### config.mk
export PLATFORM = sky130hd
export DESIGN_NAME = isq_sequence_control
export DESIGN_NICKNAME = d
export VERILOG_FILES = /design/src/hdl/isq_pkg.sv /design/src/hdl/isq_engine.sv /design/src/hdl/isq_sequence_control.sv
export SDC_FILE = /design/constraint.sdc
export NUM_CORES = 1
export LEC_CHECK = 0
export ABC_AREA = 1
export BUFFER_PORTS_ARGS = -buffer_cell sky130_fd_sc_hd__buf_4
export CORE_MARGIN = 2
export CORE_UTILIZATION = 49
export CTS_CLUSTER_DIAMETER = 30
export CTS_CLUSTER_SIZE = 14
export DETAILED_ROUTE_END_ITERATION = 8
export MAX_ROUTING_LAYER = met4
export PLACE_DENSITY = 0.88
export SLEW_MARGIN = 10
export SYNTH_ARGS = -nofsm -noshare
export SYNTH_HDL_FRONTEND = slang
export SYNTH_SLANG_ARGS = --single-unit
export TNS_END_PERCENT = 20
### constraint.sdc
create_clock -name ref_clk -period 1.55 [get_ports ref_clk]
set_clock_uncertainty 0.2 [all_clocks]
set_input_delay 0 -clock ref_clk [delete_from_list [all_inputs] [get_ports ref_clk]]
set_output_delay 0 -clock ref_clk [all_outputs]
set_load 0.02 [all_outputs]
### src/hdl/isq_pkg.sv
package isq_pkg;
  // Register byte addresses.
  localparam logic [7:0] ADDR_SEQ_CTRL = 8'h00;
  localparam logic [7:0] ADDR_DATA_BUF = 8'h04;
  localparam logic [7:0] ADDR_MODE = 8'h08;
  localparam logic [7:0] ADDR_IRQ_STATUS = 8'h0c;
  localparam logic [7:0] ADDR_IRQ_ENABLE = 8'h10;
  localparam logic [7:0] ADDR_IRQ_CLEAR = 8'h14;
  // Sequence control field positions.
  localparam int BIT_START = 0;
  localparam int BIT_RESTART = 1;
  localparam int BIT_STOP = 2;
  localparam int BIT_RECV = 3;
  localparam int BIT_ACKSEQ = 4;
  localparam int BIT_ACKVAL = 5;
  localparam int BIT_SLAVE_ACK_STATUS = 6;
  // Mode register: bit 0 selects master operation.
  localparam int BIT_MASTER = 0;
  // Interrupt status bits.
  localparam int IRQ_DONE = 0;
  localparam int IRQ_NACK = 1;
  localparam int IRQ_WIDTH = 2;
  // Reset values.
  localparam logic [7:0] SEQ_CTRL_RESET = 8'h00;
  localparam logic MODE_RESET = 1'b1;
  // Bus timing: half bit period of the generated bus clock.
  localparam int HALF_PERIOD_NS = 2500;
  localparam int CLK_PERIOD_NS = 10;
  localparam int HALF_CYCLES = HALF_PERIOD_NS / CLK_PERIOD_NS;
  localparam int BIT_COUNT = 8;
  // Bus response codes.
  localparam logic [1:0] RESP_OKAY = 2'b00;
  localparam logic [1:0] RESP_SLVERR = 2'b10;

  typedef enum logic [3:0] {
    ISQ_IDLE = 4'h0,
    ISQ_START = 4'h1,
    ISQ_RESTART = 4'h3,
    ISQ_STOP = 4'h2,
    ISQ_TX = 4'h6,
    ISQ_RX = 4'h7,
    ISQ_ACK = 4'h5,
    ISQ_TXACK = 4'h4
  } isq_state_e;
endpackage : isq_pkg

### src/hdl/isq_engine.sv
`timescale 1ns/1ps
`default_nettype none
// Bit-level sequencer: drives the open-drain lines through enables (low when enabled).
module isq_engine (
  input wire logic ref_clk,
  input wire logic resetn,
  input wire logic goStart,
  input wire logic goRestart,
  input wire logic goStop,
  input wire logic goRecv,
  input wire logic goAck,
  input wire logic goTx,
  input wire logic ackValue,
  input wire logic [7:0] txByte,
  input wire logic sdaSync,
  input wire logic sclSync,
  output logic busy,
  output logic done,
  output logic ackValid,
  output logic ackSeen,
  output logic rxValid,
  output logic [7:0] rxByte,
  output logic sdaLow,
  output logic sclLow
);
  import isq_pkg::*;

  isq_state_e state_q, state_d;
  logic [1:0] phase_q, phase_d;
  logic [15:0] tick_q, tick_d;
  logic [3:0] bits_q, bits_d;
  logic [7:0] sh_q, sh_d;
  logic sda_q, sda_d, scl_q, scl_d;
  logic done_q, done_d, av_q, av_d, as_q, as_d, rv_q, rv_d;
  logic tickEnd, sclHeld;

  // A slave holding the clock low parks the count at zero; the high phase is timed from the real rise.
  assign sclHeld = !scl_q && !sclSync;
  assign tickEnd = (tick_q == 16'(HALF_CYCLES - 1)) && !sclHeld;

  always_comb begin
    state_d = state_q;
    phase_d = phase_q;
    tick_d = (tickEnd || sclHeld) ? 16'h0000 : tick_q + 16'h0001;
    bits_d = bits_q;
    sh_d = sh_q;
    sda_d = sda_q;
    scl_d = scl_q;
    done_d = 1'b0;
    av_d = 1'b0;
    as_d = as_q;
    rv_d = 1'b0;
    case (state_q)
      ISQ_IDLE: begin
        tick_d = 16'h0000;
        phase_d = 2'd0;
        bits_d = 4'h0;
        if (goStart) begin
          state_d = ISQ_START;
        end else if (goRestart) begin
          state_d = ISQ_RESTART;
          scl_d = 1'b1;
        end else if (goStop) begin
          state_d = ISQ_STOP;
          sda_d = 1'b1;
        end else if (goRecv) begin
          state_d = ISQ_RX;
          sda_d = 1'b0;
        end else if (goAck) begin
          state_d = ISQ_ACK;
          sda_d = !ackValue;
        end else if (goTx) begin
          state_d = ISQ_TX;
          sh_d = txByte;
          sda_d = !txByte[7];
        end
      end
      ISQ_START, ISQ_RESTART: begin
        if (tickEnd) begin
          phase_d = phase_q + 2'd1;
          if (state_q == ISQ_RESTART && phase_q == 2'd0) begin
            sda_d = 1'b0;
          end else if (state_q == ISQ_RESTART && phase_q == 2'd1) begin
            scl_d = 1'b0;
          end else if (state_q == ISQ_RESTART && phase_q == 2'd2) begin
            sda_d = 1'b1;
          end else if (state_q == ISQ_START && phase_q == 2'd0) begin
            sda_d = 1'b1;
          end else begin
            scl_d = 1'b1;
            state_d = ISQ_IDLE;
            done_d = 1'b1;
          end
        end
      end
      ISQ_STOP: begin
        if (tickEnd) begin
          phase_d = phase_q + 2'd1;
          if (phase_q == 2'd0) begin
            scl_d = 1'b0;
          end else begin
            sda_d = 1'b0;
            state_d = ISQ_IDLE;
            done_d = 1'b1;
          end
        end
      end
      ISQ_TX, ISQ_RX, ISQ_ACK, ISQ_TXACK: begin
        if (tickEnd) begin
          scl_d = !scl_q;
          if (scl_q) begin
            bits_d = bits_q + 4'h1;
            if (state_q == ISQ_RX) begin
              sh_d = {sh_q[6:0], sdaSync};
            end else if (state_q == ISQ_TXACK) begin
              as_d = sdaSync;
            end
          end else if (bits_q != 4'h0) begin
            if (state_q == ISQ_TX && bits_q == 4'(BIT_COUNT)) begin
              state_d = ISQ_TXACK;
              bits_d = 4'h0;
              sda_d = 1'b0;
            end else if (state_q == ISQ_TX) begin
              sh_d = {sh_q[6:0], 1'b0};
              sda_d = !sh_q[6];
            end else if (state_q != ISQ_RX || bits_q == 4'(BIT_COUNT)) begin
              state_d = ISQ_IDLE;
              sda_d = 1'b0;
              done_d = 1'b1;
              rv_d = (state_q == ISQ_RX);
              av_d = (state_q == ISQ_TXACK);
            end
          end
        end
      end
      default: begin
        state_d = ISQ_IDLE;
      end
    endcase
  end

  always_ff @(posedge ref_clk) begin
    if (!resetn) begin
      state_q <= ISQ_IDLE;
      phase_q <= 2'd0;
      tick_q <= 16'h0000;
      bits_q <= 4'h0;
      sh_q <= 8'h00;
      sda_q <= 1'b0;
      scl_q <= 1'b0;
      done_q <= 1'b0;
      av_q <= 1'b0;
      as_q <= 1'b1;
      rv_q <= 1'b0;
    end else begin
      state_q <= state_d;
      phase_q <= phase_d;
      tick_q <= tick_d;
      bits_q <= bits_d;
      sh_q <= sh_d;
      sda_q <= sda_d;
      scl_q <= scl_d;
      done_q <= done_d;
      av_q <= av_d;
      as_q <= as_d;
      rv_q <= rv_d;
    end
  end

  assign busy = (state_q != ISQ_IDLE);
  assign done = done_q;
  assign ackValid = av_q;
  assign ackSeen = as_q;
  assign rxValid = rv_q;
  assign rxByte = sh_q;
  assign sdaLow = sda_q;
  assign sclLow = scl_q;
endmodule : isq_engine
`default_nettype wire

### src/hdl/isq_sequence_control.sv
`timescale 1ns/1ps
`default_nettype none
// Behaviour
// - As transmitting master, capture the slave's acknowledge of the last byte as status.
// - In master receive, send the software-selected acknowledge value; 1 is not-acknowledge.
// - Acknowledge request runs an acknowledge sequence, then clears itself.
// - Receive request starts one-byte reception; cleared bit means receiver idle (the bit clears as the engine takes the request, while reception still runs).
// - Stop request generates a stop condition, then clears itself.
// - Restart request generates a repeated start, then clears itself.
// - Start request generates a start condition, then clears itself.
// - While busy, no sequence request bit may be set (in slave mode the start bit is still written while busy).
// - While busy, writes to the data buffer are ignored.
module isq_sequence_control (
  input wire logic ref_clk,
  input wire logic resetn,
  input wire logic [7:0] s_axi_awaddr,
  input wire logic s_axi_awvalid,
  output logic s_axi_awready,
  input wire logic [31:0] s_axi_wdata,
  input wire logic [3:0] s_axi_wstrb,
  input wire logic s_axi_wvalid,
  output logic s_axi_wready,
  output logic [1:0] s_axi_bresp,
  output logic s_axi_bvalid,
  input wire logic s_axi_bready,
  input wire logic [7:0] s_axi_araddr,
  input wire logic s_axi_arvalid,
  output logic s_axi_arready,
  output logic [31:0] s_axi_rdata,
  output logic [1:0] s_axi_rresp,
  output logic s_axi_rvalid,
  input wire logic s_axi_rready,
  input wire logic sda_in,
  output logic sda_out,
  output logic sda_oe,
  input wire logic scl_in,
  output logic scl_out,
  output logic scl_oe,
  output logic clock_stretch_enable,
  output logic irq
);
  import isq_pkg::*;

  logic [1:0] sdaSync_q, sclSync_q;
  logic awHeld_q, awHeld_d, wHeld_q, wHeld_d, bvalid_q, bvalid_d;
  logic [7:0] awAddr_q, awAddr_d;
  logic [31:0] wData_q, wData_d;
  logic [3:0] wStrb_q, wStrb_d;
  logic [1:0] bresp_q, bresp_d;
  logic rvalid_q, rvalid_d;
  logic [31:0] rdata_q, rdata_d;
  logic [1:0] rresp_q, rresp_d;
  logic [7:0] ctrl_q, ctrl_d;
  logic [7:0] dataBuf_q, dataBuf_d;
  logic master_q, master_d;
  logic txPend_q, txPend_d;
  logic [IRQ_WIDTH-1:0] irqStat_q, irqStat_d, irqEn_q, irqEn_d;
  logic sdaOe_q, sclOe_q, irq_q, stretch_q, awReady_q, wReady_q, arReady_q;
  logic busy, done, ackValid, ackSeen, rxValid, sdaLow, sclLow;
  logic [7:0] rxByte;
  logic doWrite, goStart, goRestart, goStop, goRecv, goAck, goTx;
  logic [IRQ_WIDTH-1:0] irqEvent, irqClr;

  // Both lines pass a two-stage synchroniser; only the second stage is read.
  always_ff @(posedge ref_clk) begin
    if (!resetn) begin
      sdaSync_q <= 2'b11;
      sclSync_q <= 2'b11;
    end else begin
      sdaSync_q <= {sdaSync_q[0], sda_in};
      sclSync_q <= {sclSync_q[0], scl_in};
    end
  end

  // Launch a sequence one cycle after its request bit is set, only in master mode.
  assign goStart = master_q && ctrl_q[BIT_START];
  assign goRestart = master_q && ctrl_q[BIT_RESTART];
  assign goStop = master_q && ctrl_q[BIT_STOP];
  assign goRecv = master_q && ctrl_q[BIT_RECV];
  assign goAck = master_q && ctrl_q[BIT_ACKSEQ];
  assign goTx = master_q && txPend_q;

  isq_engine u_engine (
    .ref_clk(ref_clk),
    .resetn(resetn),
    .goStart(goStart),
    .goRestart(goRestart),
    .goStop(goStop),
    .goRecv(goRecv),
    .goAck(goAck),
    .goTx(goTx),
    .ackValue(ctrl_q[BIT_ACKVAL]),
    .txByte(dataBuf_q),
    .sdaSync(sdaSync_q[1]),
    .sclSync(sclSync_q[1]),
    .busy(busy),
    .done(done),
    .ackValid(ackValid),
    .ackSeen(ackSeen),
    .rxValid(rxValid),
    .rxByte(rxByte),
    .sdaLow(sdaLow),
    .sclLow(sclLow)
  );

  assign doWrite = awHeld_q && wHeld_q && !bvalid_q;
  assign irqEvent = {ackValid && ackSeen, done};
  assign irqClr = (doWrite && awAddr_q == ADDR_IRQ_CLEAR && wStrb_q[0]) ? wData_q[IRQ_WIDTH-1:0] : '0;

  always_comb begin
    awHeld_d = awHeld_q;
    wHeld_d = wHeld_q;
    awAddr_d = awAddr_q;
    wData_d = wData_q;
    wStrb_d = wStrb_q;
    bvalid_d = bvalid_q;
    bresp_d = bresp_q;
    rvalid_d = rvalid_q;
    rdata_d = rdata_q;
    rresp_d = rresp_q;
    ctrl_d = ctrl_q;
    dataBuf_d = dataBuf_q;
    master_d = master_q;
    txPend_d = txPend_q && !goTx;
    irqEn_d = irqEn_q;
    // Set wins over clear for sticky status.
    irqStat_d = (irqStat_q & ~irqClr) | irqEvent;
    if (s_axi_awvalid && !awHeld_q) begin
      awHeld_d = 1'b1;
      awAddr_d = s_axi_awaddr;
    end
    if (s_axi_wvalid && !wHeld_q) begin
      wHeld_d = 1'b1;
      wData_d = s_axi_wdata;
      wStrb_d = s_axi_wstrb;
    end
    // Request bits self-clear once the engine has taken them.
    if (goStart) ctrl_d[BIT_START] = 1'b0;
    if (goRestart) ctrl_d[BIT_RESTART] = 1'b0;
    if (goStop) ctrl_d[BIT_STOP] = 1'b0;
    if (goAck) ctrl_d[BIT_ACKSEQ] = 1'b0;
    if (goRecv) ctrl_d[BIT_RECV] = 1'b0;
    if (ackValid) ctrl_d[BIT_SLAVE_ACK_STATUS] = ackSeen;
    if (rxValid) dataBuf_d = rxByte;
    if (doWrite) begin
      awHeld_d = 1'b0;
      wHeld_d = 1'b0;
      bvalid_d = 1'b1;
      bresp_d = RESP_OKAY;
      case (awAddr_q)
        ADDR_SEQ_CTRL: begin
          if (wStrb_q[0]) begin
            ctrl_d[BIT_ACKVAL] = wData_q[BIT_ACKVAL];
            ctrl_d[7] = wData_q[7];
            // Requests are refused while a sequence runs or one is pending, except the start bit in slave mode; no queueing.
            if (!busy && !goStart && !goRestart && !goStop && !goRecv && !goAck && !txPend_q) begin
              ctrl_d[4:0] = wData_q[4:0];
            end else if (!master_q) begin
              ctrl_d[BIT_START] = wData_q[BIT_START];
            end
          end
        end
        ADDR_DATA_BUF: begin
          if (wStrb_q[0] && !busy && !txPend_q) begin
            dataBuf_d = wData_q[7:0];
            txPend_d = master_q;
          end
        end
        ADDR_MODE: begin
          if (wStrb_q[0]) master_d = wData_q[BIT_MASTER];
        end
        ADDR_IRQ_ENABLE: begin
          if (wStrb_q[0]) irqEn_d = wData_q[IRQ_WIDTH-1:0];
        end
        ADDR_IRQ_CLEAR: begin
        end
        default: begin
          bresp_d = RESP_SLVERR;
        end
      endcase
    end else if (bvalid_q && s_axi_bready) begin
      bvalid_d = 1'b0;
    end
    if (rvalid_q && s_axi_rready) begin
      rvalid_d = 1'b0;
    end else if (s_axi_arvalid && !rvalid_q) begin
      rvalid_d = 1'b1;
      rresp_d = RESP_OKAY;
      rdata_d = 32'h0000_0000;
      case (s_axi_araddr)
        ADDR_SEQ_CTRL: rdata_d[7:0] = ctrl_q;
        ADDR_DATA_BUF: rdata_d[7:0] = dataBuf_q;
        ADDR_MODE: rdata_d[0] = master_q;
        ADDR_IRQ_STATUS: rdata_d[IRQ_WIDTH-1:0] = irqStat_q;
        ADDR_IRQ_ENABLE: rdata_d[IRQ_WIDTH-1:0] = irqEn_q;
        ADDR_IRQ_CLEAR: rdata_d = 32'h0000_0000;
        default: rresp_d = RESP_SLVERR;
      endcase
    end
  end

  always_ff @(posedge ref_clk) begin
    if (!resetn) begin
      awHeld_q <= 1'b0;
      wHeld_q <= 1'b0;
      awAddr_q <= 8'h00;
      wData_q <= 32'h0000_0000;
      wStrb_q <= 4'h0;
      bvalid_q <= 1'b0;
      bresp_q <= RESP_OKAY;
      rvalid_q <= 1'b0;
      rdata_q <= 32'h0000_0000;
      rresp_q <= RESP_OKAY;
      ctrl_q <= SEQ_CTRL_RESET;
      dataBuf_q <= 8'h00;
      master_q <= MODE_RESET;
      txPend_q <= 1'b0;
      irqStat_q <= '0;
      irqEn_q <= '0;
      sdaOe_q <= 1'b0;
      sclOe_q <= 1'b0;
      irq_q <= 1'b0;
      stretch_q <= 1'b0;
      awReady_q <= 1'b1;
      wReady_q <= 1'b1;
      arReady_q <= 1'b1;
    end else begin
      awHeld_q <= awHeld_d;
      wHeld_q <= wHeld_d;
      awAddr_q <= awAddr_d;
      wData_q <= wData_d;
      wStrb_q <= wStrb_d;
      bvalid_q <= bvalid_d;
      bresp_q <= bresp_d;
      rvalid_q <= rvalid_d;
      rdata_q <= rdata_d;
      rresp_q <= rresp_d;
      ctrl_q <= ctrl_d;
      dataBuf_q <= dataBuf_d;
      master_q <= master_d;
      txPend_q <= txPend_d;
      irqStat_q <= irqStat_d;
      irqEn_q <= irqEn_d;
      sdaOe_q <= sdaLow;
      sclOe_q <= sclLow;
      irq_q <= |(irqStat_d & irqEn_d);
      stretch_q <= !master_d && ctrl_d[BIT_START];
      awReady_q <= !awHeld_d;
      wReady_q <= !wHeld_d;
      arReady_q <= !rvalid_d;
    end
  end

  assign s_axi_awready = awReady_q;
  assign s_axi_wready = wReady_q;
  assign s_axi_bvalid = bvalid_q;
  assign s_axi_bresp = bresp_q;
  assign s_axi_arready = arReady_q;
  assign s_axi_rvalid = rvalid_q;
  assign s_axi_rdata = rdata_q;
  assign s_axi_rresp = rresp_q;
  // Open-drain: the pins only ever pull low.
  assign sda_out = 1'b0;
  assign scl_out = 1'b0;
  assign sda_oe = sdaOe_q;
  assign scl_oe = sclOe_q;
  assign clock_stretch_enable = stretch_q;
  assign irq = irq_q;
endmodule : isq_sequence_control
`default_nettype wire

# Word-level counts from Yosys, hierarchy flattened
# Index checks and enable logic that the tools add are counted.
word_totals:
  register_bits: 106
  inputBits: 61
classes:
  n_reduce_logical: 84
  bitwise: 11
  n_mux: 123
  add_sub_neg: 3
  eq_ne: 54
ops:
  columns: ["cell", "count"]
  rows:
  - ["$mux W8", 16]
  - ["$mux W4", 24]
  - ["$mux W1", 63]
  - ["$logic_and A1 B1 Y1", 33]
  - ["$eq A8 B5 Y1 const B", 4]
  - ["$ne A2 B2 Y1 const B", 13]
  - ["$reduce_and A13 Y1", 2]
  - ["$eq A8 B4 Y1 const B", 3]
  - ["$logic_not A1 Y1", 22]
  - ["$add A16 B1 Y16 const B", 1]
  - ["$eq A16 B8 Y1 const B", 1]
  - ["$eq A4 B3 Y1 const B", 4]
  - ["$eq A8 B3 Y1 const B", 2]
  - ["$logic_not A8 Y1", 2]
  - ["$pmux W4 S4", 1]
  - ["$pmux W8 S2", 1]
  - ["$mux W5", 3]
  - ["$mux W2", 7]
  - ["$ne A2 B1 Y1 const B", 6]
  - ["$ne A3 B1 Y1 const B", 4]
  - ["$ne A3 B2 Y1 const B", 4]
  - ["$pmux W1 S4", 3]
  - ["$pmux W6 S2", 1]
  - ["$reduce_and A12 Y1", 1]
  - ["36 further kinds", 54]

# Depth between registers and ports, before layout
# Gate-level depths: netlist of run 1.
depth:
  ltp_word: 13
  mapped_depth: 12
  depth_no_buf: 12

# Modules after synthesis
# Synthesis of run 1 repeated with hierarchy kept, for this count alone.
hier_totals:
  cells_unflattened: 800
  area_unflattened_um2: 5465.2
modules_own_cells:
  columns: ["module", "area_each_um2", "seq_area_each_um2", "cells_each", "n_inst"]
  rows:
  - ["isq_sequence_control", 3116.7, 1281.2, 427, 1]
  - ["isq_engine", 2348.5, 780.7, 373, 1]

# Worst setup path after synthesis of run 1
# Ideal clock, no wire load.
synth_path:
  path_kind: "register to register"
  from: "register bvalid_q, in the netlist s_axi_bvalid"
  to: "register dataBuf_q[0]"
  setup_slack_ns: -0.151
  path_buffers: 0
  path_stages_with_launch: 9
  arrival_ns: 1.377
  period_less_slack_ns: 1.701
  setup_ns: 0.124
  required_time_ns: 1.226
  path_cell_list: "dfxtp_1 > nor2_1 > nand2_1 > nor2_1 > inv_1 > nor2_1 > nand2_2 > inv_1 > a21oi_1"
synth_via:
  elab_chain_cells: 3
synth_rtl:
  columns: ["element", "line", "source"]
  rows:
  - ["start, declared", "isq_sequence_control.sv:45", "logic awHeld_q, awHeld_d, wHeld_q, wHeld_d, bvalid_q, bvalid_d;"]
  - ["start signal, assigned", "isq_sequence_control.sv:233", "bvalid_q <= bvalid_d;"]
  - ["$logic_not A1 Y1", "isq_sequence_control.sv:106", "assign doWrite = awHeld_q && wHeld_q && !bvalid_q;"]
  - ["$logic_and A1 B1 Y1", "isq_sequence_control.sv:106", null]
  - ["$mux W8", "isq_sequence_control.sv:145", "if (doWrite) begin"]
  - ["end signal, assigned", "isq_sequence_control.sv:239", "dataBuf_q <= dataBuf_d;"]
  - ["end, declared", "isq_sequence_control.sv:54", "logic [7:0] dataBuf_q, dataBuf_d;"]
# No other way between the ends.
# A chain may end at the register's enable or synchronous reset.

# Worst setup path after layout of run 1
layout_path:
  from: "register u_engine.state_q[1]"
  to: "register u_engine.state_q[2]"
layout_via:
  elab_chain_cells: 7
layout_rtl:
  columns: ["element", "line", "source"]
  rows:
  - ["start, declared", "isq_engine.sv:28", "isq_state_e state_q, state_d;"]
  - ["start signal, assigned", "isq_engine.sv:156", "state_q <= state_d;"]
  - ["$eq A4 B3 Y1", "isq_engine.sv:53, isq_engine.sv:119, isq_engine.sv:123", null]
  - ["$logic_and A1 B1 Y1", "isq_engine.sv:119", "if (state_q == ISQ_TX && bits_q == 4'(BIT_COUNT)) begin"]
  - ["$mux W4", "isq_engine.sv:119", null]
  - ["$mux W4", "isq_engine.sv:118", "end else if (bits_q != 4'h0) begin"]
  - ["$mux W4", "isq_engine.sv:111", "if (scl_q) begin"]
  - ["$mux W4", "isq_engine.sv:109", "if (tickEnd) begin"]
  - ["$pmux W4 S4", "isq_engine.sv:53", "case (state_q)"]
# Several ways; a longest one is shown, not always the timed one. The select of a mux whose other input is x is not followed.

==> results of run 1 <==
-- per-stage QoR --
stage / std cells / setup slack, ns / area [µm²] / power [mW]
floorplan: 766 / -0.0598 / 5260 / 4.19
global placement: 996 / -0.150 / 6210 / 4.82
detailed placement: 996 / -0.186 / 6210 / 4.87
CTS: 1055 / -0.135 / 7090 / 6.97
global route: 1056 / -0.385 / 7270 / 7.60
finish: 1056 / -0.282 / 7270 / 7.34
-- cell usage after synthesis, types with 2 or more instances --
master                     count
sky130_fd_sc_hd__nand2_2       3
sky130_fd_sc_hd__nand4_1      10
sky130_fd_sc_hd__inv_2         4
sky130_fd_sc_hd__a21oi_1      65
sky130_fd_sc_hd__buf_4        31
sky130_fd_sc_hd__dfxtp_1     103
sky130_fd_sc_hd__a211oi_1      2
sky130_fd_sc_hd__inv_1        77
sky130_fd_sc_hd__ha_1          7
sky130_fd_sc_hd__nand2_1     170
sky130_fd_sc_hd__nor3_1       15
sky130_fd_sc_hd__xor2_1        2
sky130_fd_sc_hd__clkbuf_1     11
sky130_fd_sc_hd__or2_2         7
sky130_fd_sc_hd__nand3_1      51
sky130_fd_sc_hd__nor2_2        9
sky130_fd_sc_hd__and2_1        2
sky130_fd_sc_hd__o21ai_0      42
sky130_fd_sc_hd__buf_2         3
sky130_fd_sc_hd__nor3b_1       4
sky130_fd_sc_hd__mux2i_1      13
sky130_fd_sc_hd__nor2_1       96
-- kinds of logic (layout without fill, tap and decap cells) --
kind of cell    after synthesis  after routing  share of synthesized area, %
buf+inv                     128            282                          11.8
flops                       103            103                          40.6
compound gates              113            113                          11.5
simple gates                371            371                          31.2
mux                          13             13                          2.56
xor+xnor                      3              3                         0.518
other cells                   1             28                        0.0739
fa+ha+maj                     7              7                          1.72
-- how the worst min path moves through the flow --
stage           start           end  slack (ns)
6_report       resetn  irqStat_q[0]        0.02
2_1_floorplan  scl_in  sclSync_q[0]       -0.09
3_5_place_dp   sda_in  sdaSync_q[0]      -0.009
4_1_cts        resetn        sda_oe        0.18
3_3_place_gp   scl_in  sclSync_q[0]       -0.01
5_1_grt        resetn  irqStat_q[1]        0.06
-- power breakdown --
part	switching [mW]	internal (mW)	leakage, nW
sequential	0.207	2.86	0.846
clock	1.11	0.800	0.112
combinational	1.37	0.993	2.35
-- sequential cells by signal, indices dropped and copies added, names as in the netlist, 3 cells and up --
signal,flops
dataBuf_q,8
awAddr_q,8
u_engine.rxByte,8
u_engine.tick_q,16
wData_q,8
u_engine.bits_q,4
u_engine.state_q,3
ctrl_q,8
s_axi_rdata,8
-- critical path: cells and delay by family, from the launching register on --
| family | cells | cell delay (ns) |
|---|---|---|
| DFF | 1 | 0.40 |
| and+or+nand+nor | 7 | 0.83 |
| buffers and inverters | 3 | 0.28 |
-- final cells by class --
class / count / area, µm²
tap: 136 / 170
sequential: 103 / 2090
timing repair buffer: 184 / 1530
multi-input combinational: 535 / 2940
clock inverter: 7 / 100
clock buffer: 9 / 124
fill: 648 / 2920
inverter: 82 / 310
-- routing by layer --
| metal | vias to the layer above | part of all wire, % | wire [µm] |
|---|---|---|---|
| li1 | 2663 | - | - |
| met2 | 454 | 48 | 8280 |
| met3 | 155 | 9.3 | 1600 |
| met5 | - | 0 | 0 |
| met4 | 0 | 7.6 | 1310 |
| met1 | 2668 | 35 | 6040 |
-- placed cells by master (no fill, tap or decap), drive strengths merged --
master          n
ha              7
xor2            2
nor2          106
a221oi          1
inv            84
and3            1
dlygate4sd3    36
o311ai          1
nand3          51
or2             7
a211oi          2
nor4            1
a22oi           1
nand2         173
nand4          10
nor3b           4
clkinv          4
nor3           15
mux2i          13
and2            2
buf           147
a21oi          65
o211ai          1
dfxtp         103
xnor2           1
conb           28
clkbuf          9
nand3b          1
dlymetal6s4s    1
o21ai          42
bufinv          1
-- what timing repair did --
item                                    CTS  global route
buffers inserted                          6             1
pin swaps                                15             6
hold endpoints to repair                 99             0
gates resized for setup                  74            58
endpoints found under the setup margin   57            70
hold buffers                             37             0
==> load_flow_metrics.sql, run 1 <==
INSERT INTO impl_metrics (metric_group, metric, value, unit) VALUES
('status', 'outcome', 'finished with violations', ''),
('status', 'violations', 'design-rule violations, negative setup slack', ''),
('die', 'initial_standard_cell_utilization_of_the_core', '49.9', '%'),
('finish', 'final_net_count', '983', ''),
('min_path', 'worst_hold_path_type', 'input pin to flip-flop', ''),
('die', 'io_pins', '108', ''),
('finish', 'fraction_of_final_layout_cells_sized_beyond_drive_strength_1', '32.7', '%'),
('synth', 'edff_count_synth', '0', ''),
('cts', 'clock_sinks', '103', ''),
('routing', 'routed_via_density', '5.63', ''),
('routing', 'drt_first_iter_violations', '689', ''),
('die', 'die_area', '11200', 'µm²'),
('sta', 'period_minus_slack', '1.83', 'ns'),
('cts', 'cts_buffer_depth', '2', ''),
('finish', 'layout-area-overhead-vs-synth', '43.1', '%'),
('worst_setup_path', 'worstSetupEndpoint', 'u_engine.state_q[2]', ''),
('worst_setup_path', 'critical_setup_path_kind', 'flip-flop to flip-flop', ''),
('worst_setup_path', 'startpoint_type', 'flip-flop', ''),
('cts', 'cts-buffers-inserted', '9', ''),
('synth', 'ys_seq_area_share', '40.6', '%'),
('synth', 'largest_cells_by_area_after_synthesis', 'sky130_fd_sc_hd__dfxtp_1 41%, sky130_fd_sc_hd__nand2_1 13%, sky130_fd_sc_hd__nor2_1 7.1%, sky130_fd_sc_hd__a21oi_1 6.4%, sky130_fd_sc_hd__inv_1 5.7%', ''),
('worst_setup_path', 'worst_r2r_startpoint', 'u_engine.state_q[1]', ''),
('finish', 'layout.core_utilization', '71.3', '%'),
('worst_setup_path', 'worst_setup_path_start', 'u_engine.state_q[1]', ''),
('cts', 'worstSkewPairLatency', '0.39', 'ns'),
('placed_design', 'detailedPlacementHpwl', '9.21', 'mm'),
('sta', 'final.hold.worst_slack', '0.0243', 'ns'),
('die', 'die_outline_width', '106', 'µm'),
('synth', 'synth-main-ff-cell', 'sky130_fd_sc_hd__dfxtp_1', ''),
('synth', 'yosysWarningCount', '0', ''),
('global_routing', 'grt_busiest_layer', 'met2', ''),
('synth', 'yosys_top_cell_area_share', '40.6', '%'),
('sta', 'layout_setup_ws', '-0.282', 'ns'),
('die', 'core_area', '10200', 'µm²'),
('sta', 'fmax', '0.546', 'GHz'),
('worst_setup_path', 'timing.critical_path.cells', 'inv_2 > nor2_2 > buf_4 > nand3_1 > nand3_2 > inv_1 > nand3_1 > nor2_4 > nor2_1 > nor2_1', ''),
('global_routing', 'met1_usage', '31.4', '%'),
('sta', 'finalHoldViolations', '0', ''),
('synth', 'async_s_r_ff_share_synth', '0', '%'),
('global_routing', 'antenna_violations_before_repair', '0', ''),
('worst_setup_path', 'crit_path_max_incr_delay', '0.40', 'ns'),
('worst_setup_path', 'req_time_crit_path', '1.62', 'ns'),
('worst_setup_path', 'setup.worst_path.end_class', 'flip-flop', ''),
('die', 'row_count', '37', ''),
('cts', 'cts.reportedPaths.clkPinSlew', '0.12', 'ns'),
('global_routing', 'grt_pass1_wl', '24.7', 'mm'),
('synth', 'ys_seq_elements', '103', ''),
('placed_design', 'finalWeightedCongestion', '0.946', ''),
('worst_setup_path', 'rr_endpoint', 'u_engine.state_q[2]', ''),
('worst_setup_path', 'crit_fanout', '5', ''),
('sta', 'timing.final.crit_share', '118', '%'),
('synth', 'syn-instance-count', '739', ''),
('sta', 'setup_total_negative_slack', '-8.53', 'ns'),
('routing', 'postRouteAntennaNets', '0', ''),
('cts', 'clock-root-buffer', 'sky130_fd_sc_hd__clkbuf_8', ''),
('synth', 'synth_top_cell_by_area', 'sky130_fd_sc_hd__dfxtp_1', ''),
('worst_setup_path', 'rr_worst_depth', '10', ''),
('routing', 'first_pass_iters', '9', ''),
('global_routing', 'grt_pass1_vias', '5484', ''),
('sta', 'final_max_slew_viol_count', '0', ''),
('synth', 'mappedNetlistArea', '5080', 'µm²'),
('die', 'die_h', '106', 'µm'),
('routing', 'routed-via-count', '5940', ''),
('global_routing', 'met2_track_utilization_from_global_routing', '47.7', '%'),
('placed_design', 'port_buffers', '52', ''),
('cts', 'cts-htree-levels', '3', ''),
('global_routing', 'grt_max_degree', '31', ''),
('routing', 'wl_per_cell', '16.3', 'µm'),
('sta', 'final_setup_viols', '62', ''),
('global_routing', 'total_routing_resource_utilization_after_global_routing', '28.1', '%'),
('routing', 'post-route-drc-count', '25', '');
No activity file was read; power rests on OpenSTA's default activity.
==> inputs of run 2 (changes only) <==
- BUFFER_PORTS_ARGS: -buffer_cell sky130_fd_sc_hd__buf_4 -> -buffer_cell sky130_fd_sc_hd__clkbuf_2
- CTS_CLUSTER_SIZE: 14 -> 24
- GPL_TIMING_DRIVEN: not set -> 0
==> load_flow_metrics.sql, run 2 (same netlist as run 1, synthesis figures left out) <==
INSERT INTO impl_metrics (metric_group, metric, value, unit) VALUES
('status', 'outcome', 'finished with violations', ''),
('status', 'violations', 'negative hold slack, negative setup slack', ''),
('die', 'core_area', '10200', 'µm²'),
('min_path', 'worst_hold_path_type', 'input pin to flip-flop', ''),
('finish', 'fraction_of_final_layout_cells_sized_beyond_drive_strength_1', '32.7', '%'),
('finish', 'layout.core_utilization', '67.8', '%'),
('routing', 'finalWirelength', '15.6', 'mm'),
('sta', 'slew_headroom', '44.5', '%'),
('routing', 'drt_first_iter_violations', '549', ''),
('cts', 'cts_tree', 'built', ''),
('cts', 'cts.reportedPaths.clkPinSlew', '0.11', 'ns'),
('finish', 'finalNonFillerCells', '1029', ''),
('worst_setup_path', 'critical_setup_path_kind', 'flip-flop to flip-flop', ''),
('global_routing', 'grt-ovfl-total', '0', ''),
('sta', 'fmax', '0.559', 'GHz'),
('cts', 'clock_sinks', '103', ''),
('worst_setup_path', 'timing.critical_path.cells', 'inv_2 > ha_4 > nand2_1 > inv_1 > nand2_2 > nor2_4 > nand3_4 > a21oi_4 > nand3_2 > nand2_2 > nor2_1', ''),
('cts', 'worstSkewPairLatency', '0.39', 'ns'),
('global_routing', 'grt_pass1_wl', '23.0', 'mm'),
('worst_setup_path', 'worstPathArrival', '1.88', 'ns'),
('worst_setup_path', 'cpMaxStageDelayCell', 'sky130_fd_sc_hd__dfxtp_2', ''),
('power_and_ir_drop', 'leakage', '3.11', 'nW'),
('global_routing', 'antenna_violations_before_repair', '0', ''),
('die', 'row_count', '37', ''),
('routing', 'wl_per_cell', '15.2', 'µm'),
('sta', 'final.hold.worst_slack', '-0.0217', 'ns'),
('sta', 'timing.final.crit_share', '115', '%'),
('global_routing', 'total_routing_resource_utilization_after_global_routing', '26.3', '%'),
('finish', 'layout-area-overhead-vs-synth', '35.9', '%'),
('finish', 'mostFrequentLayoutCells', '137 x sky130_fd_sc_hd__nand2_1, 87 x sky130_fd_sc_hd__dfxtp_1, 63 x sky130_fd_sc_hd__nor2_1, 62 x sky130_fd_sc_hd__inv_1, 55 x sky130_fd_sc_hd__clkbuf_2', ''),
('worst_setup_path', 'crit_path_max_incr_delay', '0.35', 'ns'),
('power_and_ir_drop', 'post-layout-total-power', '6.83', 'mW'),
('finish', 'antenna-diode-count', '0', ''),
('cts', 'clock-root-buffer', 'sky130_fd_sc_hd__clkbuf_8', ''),
('sta', 'tightestPinTransition', '0.833', 'ns'),
('routing', 'first_pass_iters', '6', ''),
('routing', 'postRouteAntennaNets', '0', ''),
('finish', 'most_frequent_standard_cell_in_the_layout_excluding_fill_and_tap_cells', 'sky130_fd_sc_hd__nand2_1', ''),
('sta', 'layout_setup_ws', '-0.239', 'ns'),
('routing', 'post-route-drc-count', '0', ''),
('power_and_ir_drop', 'power_density_relative_to_cell_area', '989', 'nW/µm²'),
('die', 'io_pins', '108', ''),
('placed_design', 'placed_cell_area', '5690', 'µm²'),
('sta', 'final_setup_viols', '60', ''),
('sta', 'finalHoldViolations', '5', ''),
('die', 'initial_standard_cell_utilization_of_the_core', '49.9', '%'),
('placed_design', 'placed_cells_incl_taps', '954', ''),
('power_and_ir_drop', 'max-vdd-ir-drop', '0.000570', 'V'),
('sta', 'rsz0062_at_grt', 'true', ''),
('sta', 'period_minus_slack', '1.79', 'ns'),
('cts', 'cts-htree-levels', '3', ''),
('finish', 'finish.instance_area', '6900', 'µm²'),
('worst_setup_path', 'startpoint_type', 'flip-flop', ''),
('finish', 'nFillCells', '740', ''),
('finish', 'final_net_count', '957', ''),
('die', 'die_h', '106', 'µm'),
('global_routing', 'grt_max_degree', '19', ''),
('worst_setup_path', 'setup.worst_path.end_class', 'flip-flop', ''),
('placed_design', 'finalWeightedCongestion', '0.943', ''),
('worst_setup_path', 'crit_fanout', '5', ''),
('routing', 'routed_via_density', '5.41', ''),
('job', 'timing.max_cap.violations', '0', ''),
('sta', 'final_max_slew_viol_count', '0', ''),
('global_routing', 'grt_pass1_vias', '5075', ''),
('placed_design', 'port_buffers', '52', ''),
('die', 'die_outline_width', '106', 'µm'),
('finish', 'largest-register', 'u_engine.tick_q', ''),
('finish', 'largest_register_ffs', '16', ''),
('cts', 'cts-buffers-inserted', '9', ''),
('worst_setup_path', 'crit_top_cell', 'sky130_fd_sc_hd__nand2_2', ''),
('worst_setup_path', 'req_time_crit_path', '1.64', 'ns'),
('die', 'die_area', '11200', 'µm²'),
('cts', 'cts_buffer_depth', '2', ''),
('routing', 'routed-via-count', '5564', ''),
('placed_design', 'detailedPlacementHpwl', '9.22', 'mm');
-- run 2: report_power, final --
part | internal, mW | total (mW) | switching (mW) | leakage [nW]
clock | 0.653 | 1.68 | 1.03 | 0.0936
combinational | 0.814 | 2.08 | 1.27 | 2.17
sequential | 2.86 | 3.06 | 0.209 | 0.846
-- run 2: area by class of cell --
class	count	area, µm²	area share (%)
Multi-Input combinational cell	536	3020	43.7
Sequential cell	103	2090	30.2
Timing Repair Buffer	112	810	11.7
Inverter	82	318	4.61
Buffer	45	309	4.48
Tap cell	136	170	2.47
Clock buffer	10	138	1.99
Clock inverter	5	52.6	0.762
-- run 2: worst paths after layout --
check / start / slack, ns / end / cells past startpoint
worst max-delay path: u_engine.tick_q[1] / -0.24 / u_engine.state_q[0] / 11
worst min-delay path: s_axi_araddr[2] / -0.02 / s_axi_rdata[5] / 7
worst max register to register: u_engine.tick_q[1] / -0.24 / u_engine.state_q[0] / 11
worst min register to register: sclSync_q[0] / 0.23 / sclSync_q[1] / 1
-- run 2: what timing repair did --
action,in CTS,in global routing
gates resized for setup,48,116
buffers inserted,16,6
gates cloned,2,1
pin swaps,20,26
setup endpoints to repair,59,77
hold buffers,36,0
endpoints found under the hold margin,61,0
-- run 2: layer usage --
metal  wire, µm  part of all wire [%]  GRT usage [%]  up-vias
met4        628                   4.0           13.9        0
li1           -                     -              -     2619
met1       6210                    40           31.4     2555
met3       1200                   7.7           5.63       73
met2       7550                    48           41.8      317
met5          0                     0              -        -
-- run 2: through the flow --
| stage | hold WS [ns] | worst slack (ns) | TNS (ns) |
|---|---|---|---|
| 2_1_floorplan | -0.0934 | -0.0598 | -0.906 |
| 3_3_place_gp | -0.0132 | -0.368 | -11.31 |
| 3_5_place_dp | -0.0106 | -0.387 | -12.20 |
| 4_1_cts | 0.00420 | -0.194 | -5.80 |
| 5_1_grt | 0.00354 | -0.332 | -13.74 |
| 6_report | -0.0217 | -0.239 | -7.50 |
-- run 2: worst max-delay path: cells and delay by family (launching register included) --
kind                       cells  cell delay, ns
and+or+nand+nor                7            0.67
DFF                            1            0.35
buffers and inverters          2            0.12
AOI/OAI and AO/OA              1            0.25
adders and majority gates      1            0.11
